`src/pkg/spc_pkg.sv`:
```
// Package for serial channel pin control: types and constants
package spc_pkg;

  // ------------------------------------------------------------
  // Mode encodings
  // ------------------------------------------------------------
  typedef enum logic [1:0] {
    SPC_SYNC_ASYNC    = 2'h0,
    SPC_SYNC_EXTERNAL = 2'h1,
    SPC_SYNC_INTERNAL = 2'h2,
    SPC_SYNC_SDLC     = 2'h3
  } spc_sync_mode_t;

  typedef enum logic [1:0] {
    SPC_RCLK_X1  = 2'h0,
    SPC_RCLK_X16 = 2'h1,
    SPC_RCLK_X32 = 2'h2,
    SPC_RCLK_X64 = 2'h3
  } spc_clk_mult_t;

  typedef enum logic [1:0] {
    SPC_P1_RX_CLK  = 2'h0,
    SPC_P1_TX_CLK  = 2'h1,
    SPC_P1_BRG_IN  = 2'h2,
    SPC_P1_PLL_IN  = 2'h3
  } spc_prim_use_t;

  typedef enum logic [2:0] {
    SPC_S2_IN_RX   = 3'h0,
    SPC_S2_IN_TX   = 3'h1,
    SPC_S2_OUT_PLL = 3'h2,
    SPC_S2_OUT_XTL = 3'h3,
    SPC_S2_OUT_BRG = 3'h4,
    SPC_S2_OUT_TX  = 3'h5
  } spc_sec_use_t;

  typedef enum logic [1:0] {
    SPC_DTR_LEVEL = 2'h0,
    SPC_DTR_GPO   = 2'h1,
    SPC_DTR_DMA   = 2'h2
  } spc_dtr_use_t;

  // ------------------------------------------------------------
  // Grouped signals
  // ------------------------------------------------------------
  typedef struct packed {
    logic           req_function;
    spc_sync_mode_t sync_mode;
    logic           xtal_en;
    logic           async_mode;
    logic           auto_enable;
    logic           send_req;
    logic           term_ready;
    spc_dtr_use_t   dtr_use;
    logic           gpo;
    spc_clk_mult_t  rx_mult;
    spc_prim_use_t  prim_use;
    spc_sec_use_t   sec_use;
  } spc_cfg_t;

  typedef struct packed {
    logic rx_clk;
    logic tx_clk;
    logic brg_in;
    logic pll_in;
  } spc_clk_sel_t;

  typedef struct packed {
    logic rise;
    logic fall;
    logic level;
  } spc_edge_t;

  // ------------------------------------------------------------
  // Constants
  // ------------------------------------------------------------
  localparam int unsigned SPC_SYNC_STAGES = 3;
  localparam logic [6:0]  SPC_MULT_1      = 7'h01;
  localparam logic [6:0]  SPC_MULT_16     = 7'h10;
  localparam logic [6:0]  SPC_MULT_32     = 7'h20;
  localparam logic [6:0]  SPC_MULT_64     = 7'h40;
  localparam logic        SPC_RST_REQ_FN  = 1'b0;
  localparam logic [6:0]  SPC_RST_CNT     = 7'h00;

endpackage : spc_pkg

```
`src/rtl/spc_in_sync.sv`:
```
// Three-stage input synchroniser with edge detection
module spc_in_sync
  import spc_pkg::*;
(
  // Clock and reset
  input  wire logic      clock_i,
  input  wire logic      rst_n_i,
  // Pin and result
  input  wire logic      pin_i,
  output spc_edge_t      edge_o
);

  // ------------------------------------------------------------
  // Stages
  // ------------------------------------------------------------
  logic [SPC_SYNC_STAGES-1:0] stage_q;
  logic                       level_q;
  logic                       agree;

  assign agree = (stage_q[1] == stage_q[2]);

  always_ff @(posedge clock_i or negedge rst_n_i) begin
    if (!rst_n_i) begin
      stage_q <= '1;
      level_q <= 1'b1;
    end else begin
      stage_q <= {stage_q[1:0], pin_i};
      if (agree) begin
        level_q <= stage_q[2];
      end
    end
  end

  // Each settled change reported once
  assign edge_o.rise  = agree && stage_q[2] && !level_q;
  assign edge_o.fall  = agree && !stage_q[2] && level_q;
  assign edge_o.level = level_q;

endmodule : spc_in_sync

```
`src/rtl/spc_clk_route.sv`:
```
// Clock source routing for both clock pins
module spc_clk_route
  import spc_pkg::*;
(
  // Selection
  input  spc_prim_use_t   prim_use_i,
  input  spc_sec_use_t    sec_use_i,
  // Sources
  input  wire logic       prim_lvl_i,
  input  wire logic       sec_lvl_i,
  input  wire logic       pll_out_i,
  input  wire logic       xtal_out_i,
  input  wire logic       brg_out_i,
  input  wire logic       tx_clk_int_i,
  // Results
  output spc_clk_sel_t    sel_o,
  output logic            sec_out_o,
  output logic            sec_oe_o
);

  // ------------------------------------------------------------
  // Routing
  // ------------------------------------------------------------
  logic sec_is_out;
  logic sec_drive;

  assign sec_is_out = (sec_use_i != SPC_S2_IN_RX) && (sec_use_i != SPC_S2_IN_TX);
  assign sec_drive  = (sec_use_i == SPC_S2_OUT_PLL) ? pll_out_i  :
                      (sec_use_i == SPC_S2_OUT_XTL) ? xtal_out_i :
                      (sec_use_i == SPC_S2_OUT_BRG) ? brg_out_i  :
                      tx_clk_int_i;

  assign sel_o.rx_clk = (sec_use_i == SPC_S2_IN_RX) ? sec_lvl_i :
                        (prim_use_i == SPC_P1_RX_CLK) ? prim_lvl_i : 1'b0;
  assign sel_o.tx_clk = (sec_use_i == SPC_S2_IN_TX) ? sec_lvl_i :
                        (prim_use_i == SPC_P1_TX_CLK) ? prim_lvl_i : 1'b0;
  assign sel_o.brg_in = (prim_use_i == SPC_P1_BRG_IN) && prim_lvl_i;
  assign sel_o.pll_in = (prim_use_i == SPC_P1_PLL_IN) && prim_lvl_i;
  assign sec_out_o    = sec_is_out && sec_drive;
  assign sec_oe_o     = sec_is_out;

endmodule : spc_clk_route

```
`src/rtl/spc_pin_ctrl.sv`:
```
// Pin-level control for one serial channel: wait/request, sync, clocks, modem lines
// Behaviour
// RULE1: Wait/request pin open-drain in wait function, driven both levels in request.
// RULE2: Wait function pulls pin low while the addressed target is not ready.
// RULE3: Request function asserts pin when DMA data path is ready.
// RULE4: After reset the wait/request pin uses the wait function.
// RULE5: Async mode, no crystal: sync pin input, only updates sync/hunt flag.
// RULE6: External party drives sync low two receive clocks after sync character.
// RULE7: External sync: assembly starts on receive clock edge before sync assertion.
// RULE8: Internal sync: sync output active only during sync-recognised receive clock cycle.
// RULE9: SDLC mode: sync pin is an output asserted on flag receipt.
// RULE10: Primary clock pin selects receive, transmit, baud input or PLL input.
// RULE11: Async receiver takes receive clock at 1, 16, 32 or 64 times bit rate.
// RULE12: Secondary clock pin inputs rx/tx clock or outputs PLL, crystal, baud, tx.
// RULE13: Terminal-ready output follows its bit, or general output, or DMA request.
// RULE14: Send-request bit set drives the send-request pin low.
// RULE15: Async with auto enable: pin releases high only after transmitter empties.
// RULE16: Otherwise send-request pin follows its bit immediately; usable as output.
// RULE17: Auto enable: clear-to-send low enables transmitter, else general input.
// RULE18: Auto enable: carrier detect enables receiver, else general input.
// RULE19: Both edges on clear-to-send and carrier detect are detected and reported.
// RULE20: Modem and sync inputs synchronised before edge detection, one report each.
module spc_pin_ctrl
  import spc_pkg::*;
(
  // Clock and reset
  input  wire logic       clock_i,
  input  wire logic       rst_n_i,
  // Configuration
  input  spc_cfg_t        cfg_i,
  // Internal status from the channel
  input  wire logic       target_not_ready_i,
  input  wire logic       dma_ready_i,
  input  wire logic       tx_empty_i,
  input  wire logic       sync_found_i,
  input  wire logic       flag_found_i,
  input  wire logic       pll_out_i,
  input  wire logic       xtal_out_i,
  input  wire logic       brg_out_i,
  input  wire logic       tx_clk_int_i,
  // Wait/request pin
  output logic            wait_req_o,
  output logic            wait_req_oe_o,
  // Sync pin
  input  wire logic       sync_pin_i,
  output logic            sync_pin_o,
  output logic            sync_pin_oe_o,
  // Clock pins
  input  wire logic       primary_clock_pin_i,
  input  wire logic       secondary_clock_pin_i,
  output logic            secondary_clock_pin_o,
  output logic            secondary_clock_pin_oe_o,
  // Modem pins
  output logic            term_ready_n_o,
  output logic            send_req_n_o,
  input  wire logic       clear_to_send_n_i,
  input  wire logic       carrier_detect_pin_i,
  // Status to the channel
  output logic            sync_hunt_o,
  output logic            cts_level_o,
  output logic            dcd_level_o,
  output logic            cts_change_o,
  output logic            dcd_change_o,
  output logic            sync_change_o,
  output logic            tx_enable_o,
  output logic            rx_enable_o,
  output logic            rx_clk_o,
  output logic            tx_clk_o,
  output logic            brg_clk_o,
  output logic            pll_clk_o,
  output logic            rx_bit_tick_o,
  output logic            assembly_start_o
);

  // ------------------------------------------------------------
  // Helpers
  // ------------------------------------------------------------
  function automatic logic [6:0] mult_of(input spc_clk_mult_t m);
    unique case (m)
      SPC_RCLK_X1:  mult_of = SPC_MULT_1;
      SPC_RCLK_X16: mult_of = SPC_MULT_16;
      SPC_RCLK_X32: mult_of = SPC_MULT_32;
      SPC_RCLK_X64: mult_of = SPC_MULT_64;
    endcase
  endfunction : mult_of

  function automatic logic any_edge(input spc_edge_t e);
    any_edge = e.rise || e.fall;
  endfunction : any_edge

  function automatic logic auto_gate(input logic auto_en, input logic lvl_n);
    auto_gate = !auto_en || !lvl_n;
  endfunction : auto_gate

  // ------------------------------------------------------------
  // Input synchronisers
  // ------------------------------------------------------------
  spc_edge_t cts_e;
  spc_edge_t dcd_e;
  spc_edge_t sync_e;
  spc_edge_t prim_e;
  spc_edge_t sec_e;

  spc_in_sync u_cts (
    .clock_i (clock_i),
    .rst_n_i (rst_n_i),
    .pin_i   (clear_to_send_n_i),
    .edge_o  (cts_e)
  ); // RULE20
  spc_in_sync u_dcd (
    .clock_i (clock_i),
    .rst_n_i (rst_n_i),
    .pin_i   (carrier_detect_pin_i),
    .edge_o  (dcd_e)
  ); // RULE20
  spc_in_sync u_sync (
    .clock_i (clock_i),
    .rst_n_i (rst_n_i),
    .pin_i   (sync_pin_i),
    .edge_o  (sync_e)
  ); // RULE20
  spc_in_sync u_prim (
    .clock_i (clock_i),
    .rst_n_i (rst_n_i),
    .pin_i   (primary_clock_pin_i),
    .edge_o  (prim_e)
  );
  spc_in_sync u_sec (
    .clock_i (clock_i),
    .rst_n_i (rst_n_i),
    .pin_i   (secondary_clock_pin_i),
    .edge_o  (sec_e)
  );

  // ------------------------------------------------------------
  // Clock routing
  // ------------------------------------------------------------
  spc_clk_sel_t clk_sel;
  logic         sec_out;
  logic         sec_oe;

  spc_clk_route u_route (
    .prim_use_i   (cfg_i.prim_use),
    .sec_use_i    (cfg_i.sec_use),
    .prim_lvl_i   (prim_e.level),
    .sec_lvl_i    (sec_e.level),
    .pll_out_i    (pll_out_i),
    .xtal_out_i   (xtal_out_i),
    .brg_out_i    (brg_out_i),
    .tx_clk_int_i (tx_clk_int_i),
    .sel_o        (clk_sel),
    .sec_out_o    (sec_out),
    .sec_oe_o     (sec_oe)
  ); // RULE10 RULE12

  // ------------------------------------------------------------
  // Decode
  // ------------------------------------------------------------
  logic rx_clk_prev_q;
  logic rx_rise;

  logic sync_is_input;
  logic sync_out_mode;
  logic sync_out_d;
  logic wr_d;
  logic wr_oe_d;
  logic auto_async;
  logic send_req_hold_q;
  logic send_req_d;
  logic dtr_d;

  logic [6:0] div_cnt_q;
  logic [6:0] div_cnt_d;
  logic [6:0] div_max;
  logic       rise_pend_q;
  logic       asm_start_d;

  assign rx_rise       = clk_sel.rx_clk && !rx_clk_prev_q;
  assign sync_is_input = !cfg_i.xtal_en &&
                         ((cfg_i.sync_mode == SPC_SYNC_ASYNC) ||
                          (cfg_i.sync_mode == SPC_SYNC_EXTERNAL)); // RULE5
  assign sync_out_mode = !cfg_i.xtal_en &&
                         ((cfg_i.sync_mode == SPC_SYNC_INTERNAL) ||
                          (cfg_i.sync_mode == SPC_SYNC_SDLC));
  // Active low output: low while recognised during the current rx clock cycle
  assign sync_out_d    = (cfg_i.sync_mode == SPC_SYNC_SDLC) ? !flag_found_i  // RULE9
                                                            : !sync_found_i; // RULE8

  // Wait: open-drain, enable only while pulling low; request: always driven
  assign wr_d    = cfg_i.req_function ? !dma_ready_i : 1'b0; // RULE3
  assign wr_oe_d = cfg_i.req_function ? 1'b1 : target_not_ready_i; // RULE1 RULE2

  assign auto_async = cfg_i.async_mode && cfg_i.auto_enable;
  // Clear of the bit waits for the transmitter in auto async mode
  assign send_req_d = cfg_i.send_req ||
                      (auto_async && send_req_hold_q && !tx_empty_i); // RULE14 RULE15 RULE16

  assign dtr_d = (cfg_i.dtr_use == SPC_DTR_GPO) ? !cfg_i.gpo :
                 (cfg_i.dtr_use == SPC_DTR_DMA) ? !dma_ready_i :
                 !cfg_i.term_ready; // RULE13

  assign div_max   = cfg_i.async_mode ? mult_of(cfg_i.rx_mult) : SPC_MULT_1; // RULE11
  assign div_cnt_d = !rx_rise ? div_cnt_q :
                     ((div_cnt_q + 7'h01) >= div_max) ? SPC_RST_CNT :
                     7'(div_cnt_q + 7'h01);

  // Start on the rx rising edge that came just before sync went low
  assign asm_start_d = (cfg_i.sync_mode == SPC_SYNC_EXTERNAL) && sync_is_input &&
                       sync_e.fall && rise_pend_q; // RULE7

  // ------------------------------------------------------------
  // State
  // ------------------------------------------------------------
  always_ff @(posedge clock_i or negedge rst_n_i) begin
    if (!rst_n_i) begin
      // Match idle pin level: no false rise
      rx_clk_prev_q   <= 1'b1;
      send_req_hold_q <= 1'b0;
      div_cnt_q       <= SPC_RST_CNT;
      rise_pend_q     <= 1'b0;
    end else begin
      rx_clk_prev_q   <= clk_sel.rx_clk;
      send_req_hold_q <= send_req_d;
      div_cnt_q       <= div_cnt_d;
      if (rx_rise) begin
        rise_pend_q <= 1'b1;
      end else if (sync_e.fall) begin
        rise_pend_q <= 1'b0;
      end
    end
  end

  // ------------------------------------------------------------
  // Registered outputs
  // ------------------------------------------------------------
  always_ff @(posedge clock_i or negedge rst_n_i) begin
    if (!rst_n_i) begin
      wait_req_o               <= 1'b0;
      wait_req_oe_o            <= SPC_RST_REQ_FN; // RULE4
      sync_pin_o               <= 1'b1;
      sync_pin_oe_o            <= 1'b0;
      secondary_clock_pin_o    <= 1'b0;
      secondary_clock_pin_oe_o <= 1'b0;

      term_ready_n_o           <= 1'b1;
      send_req_n_o             <= 1'b1;

      sync_hunt_o              <= 1'b0;
      cts_level_o              <= 1'b0;
      dcd_level_o              <= 1'b0;
      cts_change_o             <= 1'b0;
      dcd_change_o             <= 1'b0;
      sync_change_o            <= 1'b0;

      tx_enable_o              <= 1'b0;
      rx_enable_o              <= 1'b0;

      rx_clk_o                 <= 1'b0;
      tx_clk_o                 <= 1'b0;
      brg_clk_o                <= 1'b0;
      pll_clk_o                <= 1'b0;

      rx_bit_tick_o            <= 1'b0;
      assembly_start_o         <= 1'b0;
    end else begin
      // Pin drivers
      wait_req_o               <= wr_d;
      wait_req_oe_o            <= wr_oe_d;
      sync_pin_o               <= sync_out_mode ? sync_out_d : 1'b1;
      sync_pin_oe_o            <= sync_out_mode;
      secondary_clock_pin_o    <= sec_out;
      secondary_clock_pin_oe_o <= sec_oe;

      // Modem outputs
      term_ready_n_o           <= dtr_d;
      send_req_n_o             <= !send_req_d;

      // Status levels and changes
      sync_hunt_o              <= sync_is_input && !sync_e.level; // RULE5
      cts_level_o              <= !cts_e.level;
      dcd_level_o              <= !dcd_e.level;
      cts_change_o             <= any_edge(cts_e); // RULE19
      dcd_change_o             <= any_edge(dcd_e); // RULE19
      sync_change_o            <= sync_is_input && any_edge(sync_e);

      // Enables
      tx_enable_o              <= auto_gate(cfg_i.auto_enable, cts_e.level); // RULE17
      rx_enable_o              <= auto_gate(cfg_i.auto_enable, dcd_e.level); // RULE18

      // Clock levels
      rx_clk_o                 <= clk_sel.rx_clk;
      tx_clk_o                 <= clk_sel.tx_clk;
      brg_clk_o                <= clk_sel.brg_in;
      pll_clk_o                <= clk_sel.pll_in;

      // Pulses
      rx_bit_tick_o            <= rx_rise && (div_cnt_q == SPC_RST_CNT); // RULE11
      assembly_start_o         <= asm_start_d; // RULE7
    end
  end

endmodule : spc_pin_ctrl

```
`config.mk`:
```
export PLATFORM = sky130hd
export DESIGN_NAME = spc_pin_ctrl
export DESIGN_NICKNAME = d
export VERILOG_FILES = /design/src/pkg/spc_pkg.sv /design/src/rtl/spc_in_sync.sv /design/src/rtl/spc_clk_route.sv /design/src/rtl/spc_pin_ctrl.sv
export SDC_FILE = /design/constraint.sdc
export NUM_CORES = 1
export LEC_CHECK = 0
export BUFFER_PORTS_ARGS = -buffer_cell sky130_fd_sc_hd__buf_2
export CAP_MARGIN = 15
export CORE_ASPECT_RATIO = 1.2
export CORE_MARGIN = 1
export CORE_UTILIZATION = 55
export CTS_BUF_LIST = sky130_fd_sc_hd__clkbuf_8 sky130_fd_sc_hd__clkbuf_16
export CTS_CLUSTER_SIZE = 24
export DETAILED_ROUTE_END_ITERATION = 10
export HOLD_SLACK_MARGIN = 0.08
export PLACE_DENSITY = 0.81
export SYNTH_ARGS = -nofsm -noshare
export SYNTH_HDL_FRONTEND = slang
export SYNTH_SLANG_ARGS = --single-unit
```
`constraint.sdc`:
```
create_clock -name clock_i -period 4.28 [get_ports clock_i]
set_clock_uncertainty 0.2 [all_clocks]
set_input_delay 0.428 -clock clock_i [delete_from_list [all_inputs] [get_ports clock_i]]
set_output_delay 0.428 -clock clock_i [all_outputs]
set_load 0.02 [all_outputs]
```
# == Yosys cells after proc, flatten, opt, wreduce, memory -nomap -nowiden ==
# Index checks and enable logic that the tools add are counted.
# word_totals
register_bits,52
out_inout_bits,22
word_cells,136
input_bits,34
# classes
order_cmp,1
muxes,18
n_addsub,1
n_eq_ne,21
reduce_logical,59
# op_table
cell,n
$logic_and A1 B1 Y1,28
$pmux W7 S4,1
$logic_not A1 Y1,16
$mux W1,15
$eq A2 B2 Y1 const B,7
$mux W7,2
$eq A2 B1 Y1 const B,4
$logic_or A1 B1 Y1,8
$add A7 B1 Y7 const B,1
$ge A7 B7 Y1,1
$logic_not A7 Y1,1
$eq A3 B2 Y1 const B,2
$logic_not A2 Y1,3
$eq A1 B1 Y1,5
$eq A3 B1 Y1 const B,1
$eq A3 B3 Y1 const B,1
$logic_not A3 Y1,1
$ne A3 B1 Y1 const B,1
$reduce_bool A3 Y1,1
$reduce_bool A2 Y1,1

# == Longest topological paths before layout ==
# depth
word_depth,6
depth_mapped,10
depth_no_buf,10

# == Modules after synthesis ==
# From an unflattened synthesis, not the netlist that was laid out.
# hier_totals
cells_unflattened,187
hier_area_um2,2301.0
# modules_own_cells
mod,cells_each,n_inst,seq_area_each_um2,area_per_inst_um2
spc_pin_ctrl,108,1,805.8,1333.8
spc_in_sync,12,5,105.1,172.7
spc_clk_route,19,1,0.0,103.8

# == Worst setup path after synthesis ==
# Ideal clock, no wire load.
# synth_timing
path_kind,reg2reg
from,register div_cnt_q[0]
to,register div_cnt_q[2]
setup_ps,103
slack_ps,1667
synth_period_minus_slack_ps,2613
path_buffers,0
stages_incl_launch_ff,11
t_required_ps,3977
t_arrival_ps,2309
cell_sequence,dfrtp_1 ha_1 nand3_1 nor2_1 xnor2_1 inv_1 ha_1 or4b_4 a2111oi_4 a21oi_2 o41ai_2
# synth_between
elab_chain_len,3
# synth_rtl
element,line,rtl
start: declaration,spc_pin_ctrl.sv:172,logic [6:0] div_cnt_q;
start signal: assignment,spc_pin_ctrl.sv:224,div_cnt_q <= div_cnt_d;
$add A7 B1 Y7 *,"spc_pin_ctrl.sv:204, spc_pin_ctrl.sv:205",
$ge A7 B7 Y1,spc_pin_ctrl.sv:204,((div_cnt_q + 7'h01) >= div_max) ? SPC_RST_CNT :
$mux W7 *,spc_pin_ctrl.sv:204,
# Mark *: on every way between the ends. The rest lies on a longest branch, timed or not.
# A chain may end at the register's enable or synchronous reset.

# == Worst setup path after layout ==
# Same ends and word-level chain as after synthesis.

==> run summary <==
Comb power frac -> 0.175
Reported net switching power -> 0.293 mW
Starting Density -> 0.590
Slew at the pin with the worst max-slew slack -> 617 ps
Global-route wire length before repair -> 6020 um
Worst Setup Slack post-DPL -> 1510 ps
Cts bufs inserted -> 5
Post-route fraction of the period consumed by the critical path -> 0.663
Total of flip-flops plus latches after synthesis -> 52
Path category of the worst min-delay check -> in -> reg
Met2 Track Usage GR -> 0.311
Nets -> 293
Average detailed-routed wire length per instance -> 11.9 um
Worst setup path startpoint -> div_cnt_q[0]
Buffer levels on the longest clock path -> 2
Crit start category -> flip-flop
Final setup slack of the worst path -> 1440 ps
Number of non-filler instances in the completed layout -> 300
Detailed Place HPWL -> 2570 um
Most common cell type on the critical path -> ha_1
Total via count after detailed routing -> 1499
Post-synthesis mux area share -> 0.0342
Yosys Warn Count -> 0
Path type of the worst setup path -> reg -> reg
Run status -> finished, final reports clean
Number of library cell types mapped by synthesis -> 40
Combined area of all synthesized cells -> 0.00220 mm^2
Number of endpoints failing setup at the final stage -> 0
Dominant cells by area after synthesis -> dfrtp_1 (32%), dfstp_2 (29%), ha_1 (6.8%), nand2_1 (3.8%), inv_1 (3.2%)
Xor-xnor portion of the synthesized cell area -> 0.0160
Cell total after placement -> 284
Standard-cell row count -> 24
Number of buffers and inverters on the critical path -> 1
Met1 track demand over resource -> 0.244
Relative slew slack -> 0.589
Min cycle time layout -> 2840 ps
Top cells by count, synth -> dfrtp_1 (28), dfstp_2 (24), nand2_1 (22), inv_1 (19), ha_1 (12)
Final RePlAce weighted congestion -> 0.821
Synth Instances -> 176
Final setup TNS -> 0 ps
Required time worst endpoint -> 4290 ps
Register-to-register setup slack -> 1440 ps
Delay of the slowest cell on the worst path -> 500 ps
Count leader, synth -> dfrtp_1
Antenna violations before repair -> 0
Unrepaired setup endpoints after global routing -> no
Met3 capacity usage during global routing -> 0.0542
Clock Tree Root -> clkbuf_8
Int Power -> 0.760 mW
Crit path capture -> div_cnt_q[2]
CP max-delay cell -> or4b_4
Basic-gate share of the synthesized area counting and, or, nand and nor cells -> 0.128
Cts repair resizes -> 0
Clock net sink count -> 52
Area fraction in compound gates after synthesis -> 0.103
Final count of hold timing violations -> 0
Number of diodes -> 0
Top Usage Layer GRT -> met2
Most frequently used flop master after synthesis -> dfrtp_1
Core area -> 0.00372 mm^2
Max-capacitance violation count -> 0
Number of global-route vias before repair -> 1404
Synthesized area divided by synthesized cell count -> 12.5 um^2
Total number of cells along the worst setup path -> 10
Number of synthesized flops with an enable pin -> 0
Reg-to-reg critical path startpoint -> div_cnt_q[0]
Synth Net Count -> 222
Clock transition at the registers of the reported paths -> 90 ps
Cell accounting for the most synthesized area -> dfrtp_1
Register-to-Register Path Depth -> 10
Max Clk Rate -> 353 MHz
Pin count of the biggest net entering global routing -> 53
Top Family by Delay on Critical Path -> simple AND/OR/NAND/NOR gates
DR DRC count -> 0
Crit end category -> flip-flop
Post-synthesis sequential area ratio -> 0.606
Share of total power in the clock network -> 0.274
Peak ir drop on the vdd network -> 0.000313 V
Antenna-violating nets left -> 0
Drt initial violations -> 35
Depth of the CTS H-tree -> 2
Wire length after detailed routing -> 3560 um
Die extent in y -> 71.2 um
CTS tree -> yes
Source-to-sink clock delay at the later pin of the worst-skew pair -> 300 ps
Buffers on Ports -> 55
IO Pins -> 56
Biggest fanout along the worst timing path -> 6
DIE AREA -> 0.00425 mm^2
Max-slew violations -> 0
Portion of total power attributed to sequential cells -> 0.550
Area share of the largest cell type after synthesis -> 0.319
Drt pass-1 iters -> 2
Detail-routed via count per cell -> 5.00
Share of synthesized flip-flops with an asynchronous set or reset -> 1.00
Total power density per cell area -> 387 mW/mm^2
Arrival time of data at the critical path endpoint -> 2840 ps
Cell leakage power -> 1.31 nW
Adder and majority gate portion of the synthesized area -> 0.0775
Remaining global-route overflow -> 0
Overall die width -> 59.7 um
Sw Ratio -> 0.278
Share of layout cells above drive strength 1 -> 0.415
Endpoint of the most critical register-to-register path -> div_cnt_q[2]
Global-route usage over all layers -> 0.195
Chain of cells forming the critical path -> ha_1 > nand3_1 > nor2_1 > xnor2_1 > inv_1 > ha_1 > or4b_4 > a2111oi_4 > a21oi_2 > o41ai_2
Area Growth Syn to Fin -> 24.0%
Combinational family with the most area after synthesis -> simple AND/OR/NAND/NOR gates
registers in the layout, indices dropped and copies added, names as in the netlist, 3 cells and up:
signal          cells
div_cnt_q           7
u_cts.stage_q       3
u_dcd.stage_q       3
u_prim.stage_q      3
u_sec.stage_q       3
u_sync.stage_q      3
routing by layer:
layer / routed length [um] / up-vias
met5: 0 / -
met4: 72 / 0
met3: 208 / 7
met2: 1710 / 52
met1: 1560 / 703
li1: - / 737
cell families after synthesis:
| family | count (synthesis) |
|---|---|
| AOI/OAI and AO/OA | 27 |
| xor gates and xnor gates | 4 |
| adders and majority gates | 14 |
| buffers and inverters | 20 |
| DFF | 52 |
| muxes | 7 |
| and+or+nand+nor | 52 |
worst min path at each step:
| stage | start | end | slack [ps] | depth (start not counted) |
|---|---|---|---|---|
| finish | target_not_ready_i | wait_req_oe_o | 110 | 2 |
| global route | target_not_ready_i | wait_req_oe_o | 100 | 2 |
| CTS | target_not_ready_i | wait_req_oe_o | 100 | 2 |
| detailed placement | u_cts.stage_q[0] | u_cts.stage_q[1] | 150 | 0 |
| global placement | u_sec.stage_q[0] | u_sec.stage_q[1] | 150 | 0 |
| floorplan | rst_n_i | assembly_start_o | -70 | 0 |
worst reg2reg max path, delay by kind of cell (launching register included):
kind	cells	cell delay, ps
flops	1	430
xor+xnor	1	240
buf+inv	1	90
simple gates	3	700
compound gates	3	590
fa+ha+maj	2	490
layout make-up:
class                      instances  area, um^2
sequential                        52        1330
clock buffer                       6        82.6
timing repair buffer              65         370
tap                               52        65.1
multi-input combinational        104         788
fill                             276        1000
inverter                          19        71.3
clock inverter                     2        13.8
power groups by stage:
stage                     combinational [mW]  clock (mW)  sequential, mW
after floorplan                       0.0940           0           0.603
after global placement                 0.176           0           0.586
after detailed placement               0.181           0           0.588
after CTS                              0.188       0.298           0.580
after global routing                   0.205       0.320           0.585
final                                  0.185       0.289           0.580
cells in the final DEF, fill, tap and decap left out, types with 3 or more instances in the layout:
cell           synthesis  routed
dlygate4sd3_1          0       8
dfrtp_1               28      28
dfstp_2               24      24
nand2_1               22      22
inv_1                 19      19
buf_2                  1      55
clkbuf_8               0       6
ha_1                  12      12
o21ai_0                5       5
o31ai_2                3       3
nor2_1                 6       6
mux2i_1                3       3
mux2_2                 3       3
xnor2_1                4       4
nand3b_1               3       3
o21ai_1                5       5
nand3_1                3       3
nor2b_1                5       5
metrics by stage:
stage          hold WS, ps  cell area, um^2   util  total power [mW]
5_1_grt                103             2720  0.731              1.11
2_1_floorplan        -67.6             2200      -             0.697
3_3_place_gp           145             2550  0.684             0.762
3_5_place_dp           149             2550  0.684             0.769
6_report               108             2720  0.731              1.05
4_1_cts               98.8             2720  0.731              1.07
what timing repair did:
item	CTS	global route
hold endpoints to repair	35	0
setup buffers	0	0
setup endpoints to repair	0	0
hold buffers	8	0
Power figures use the tool's default switching activity.
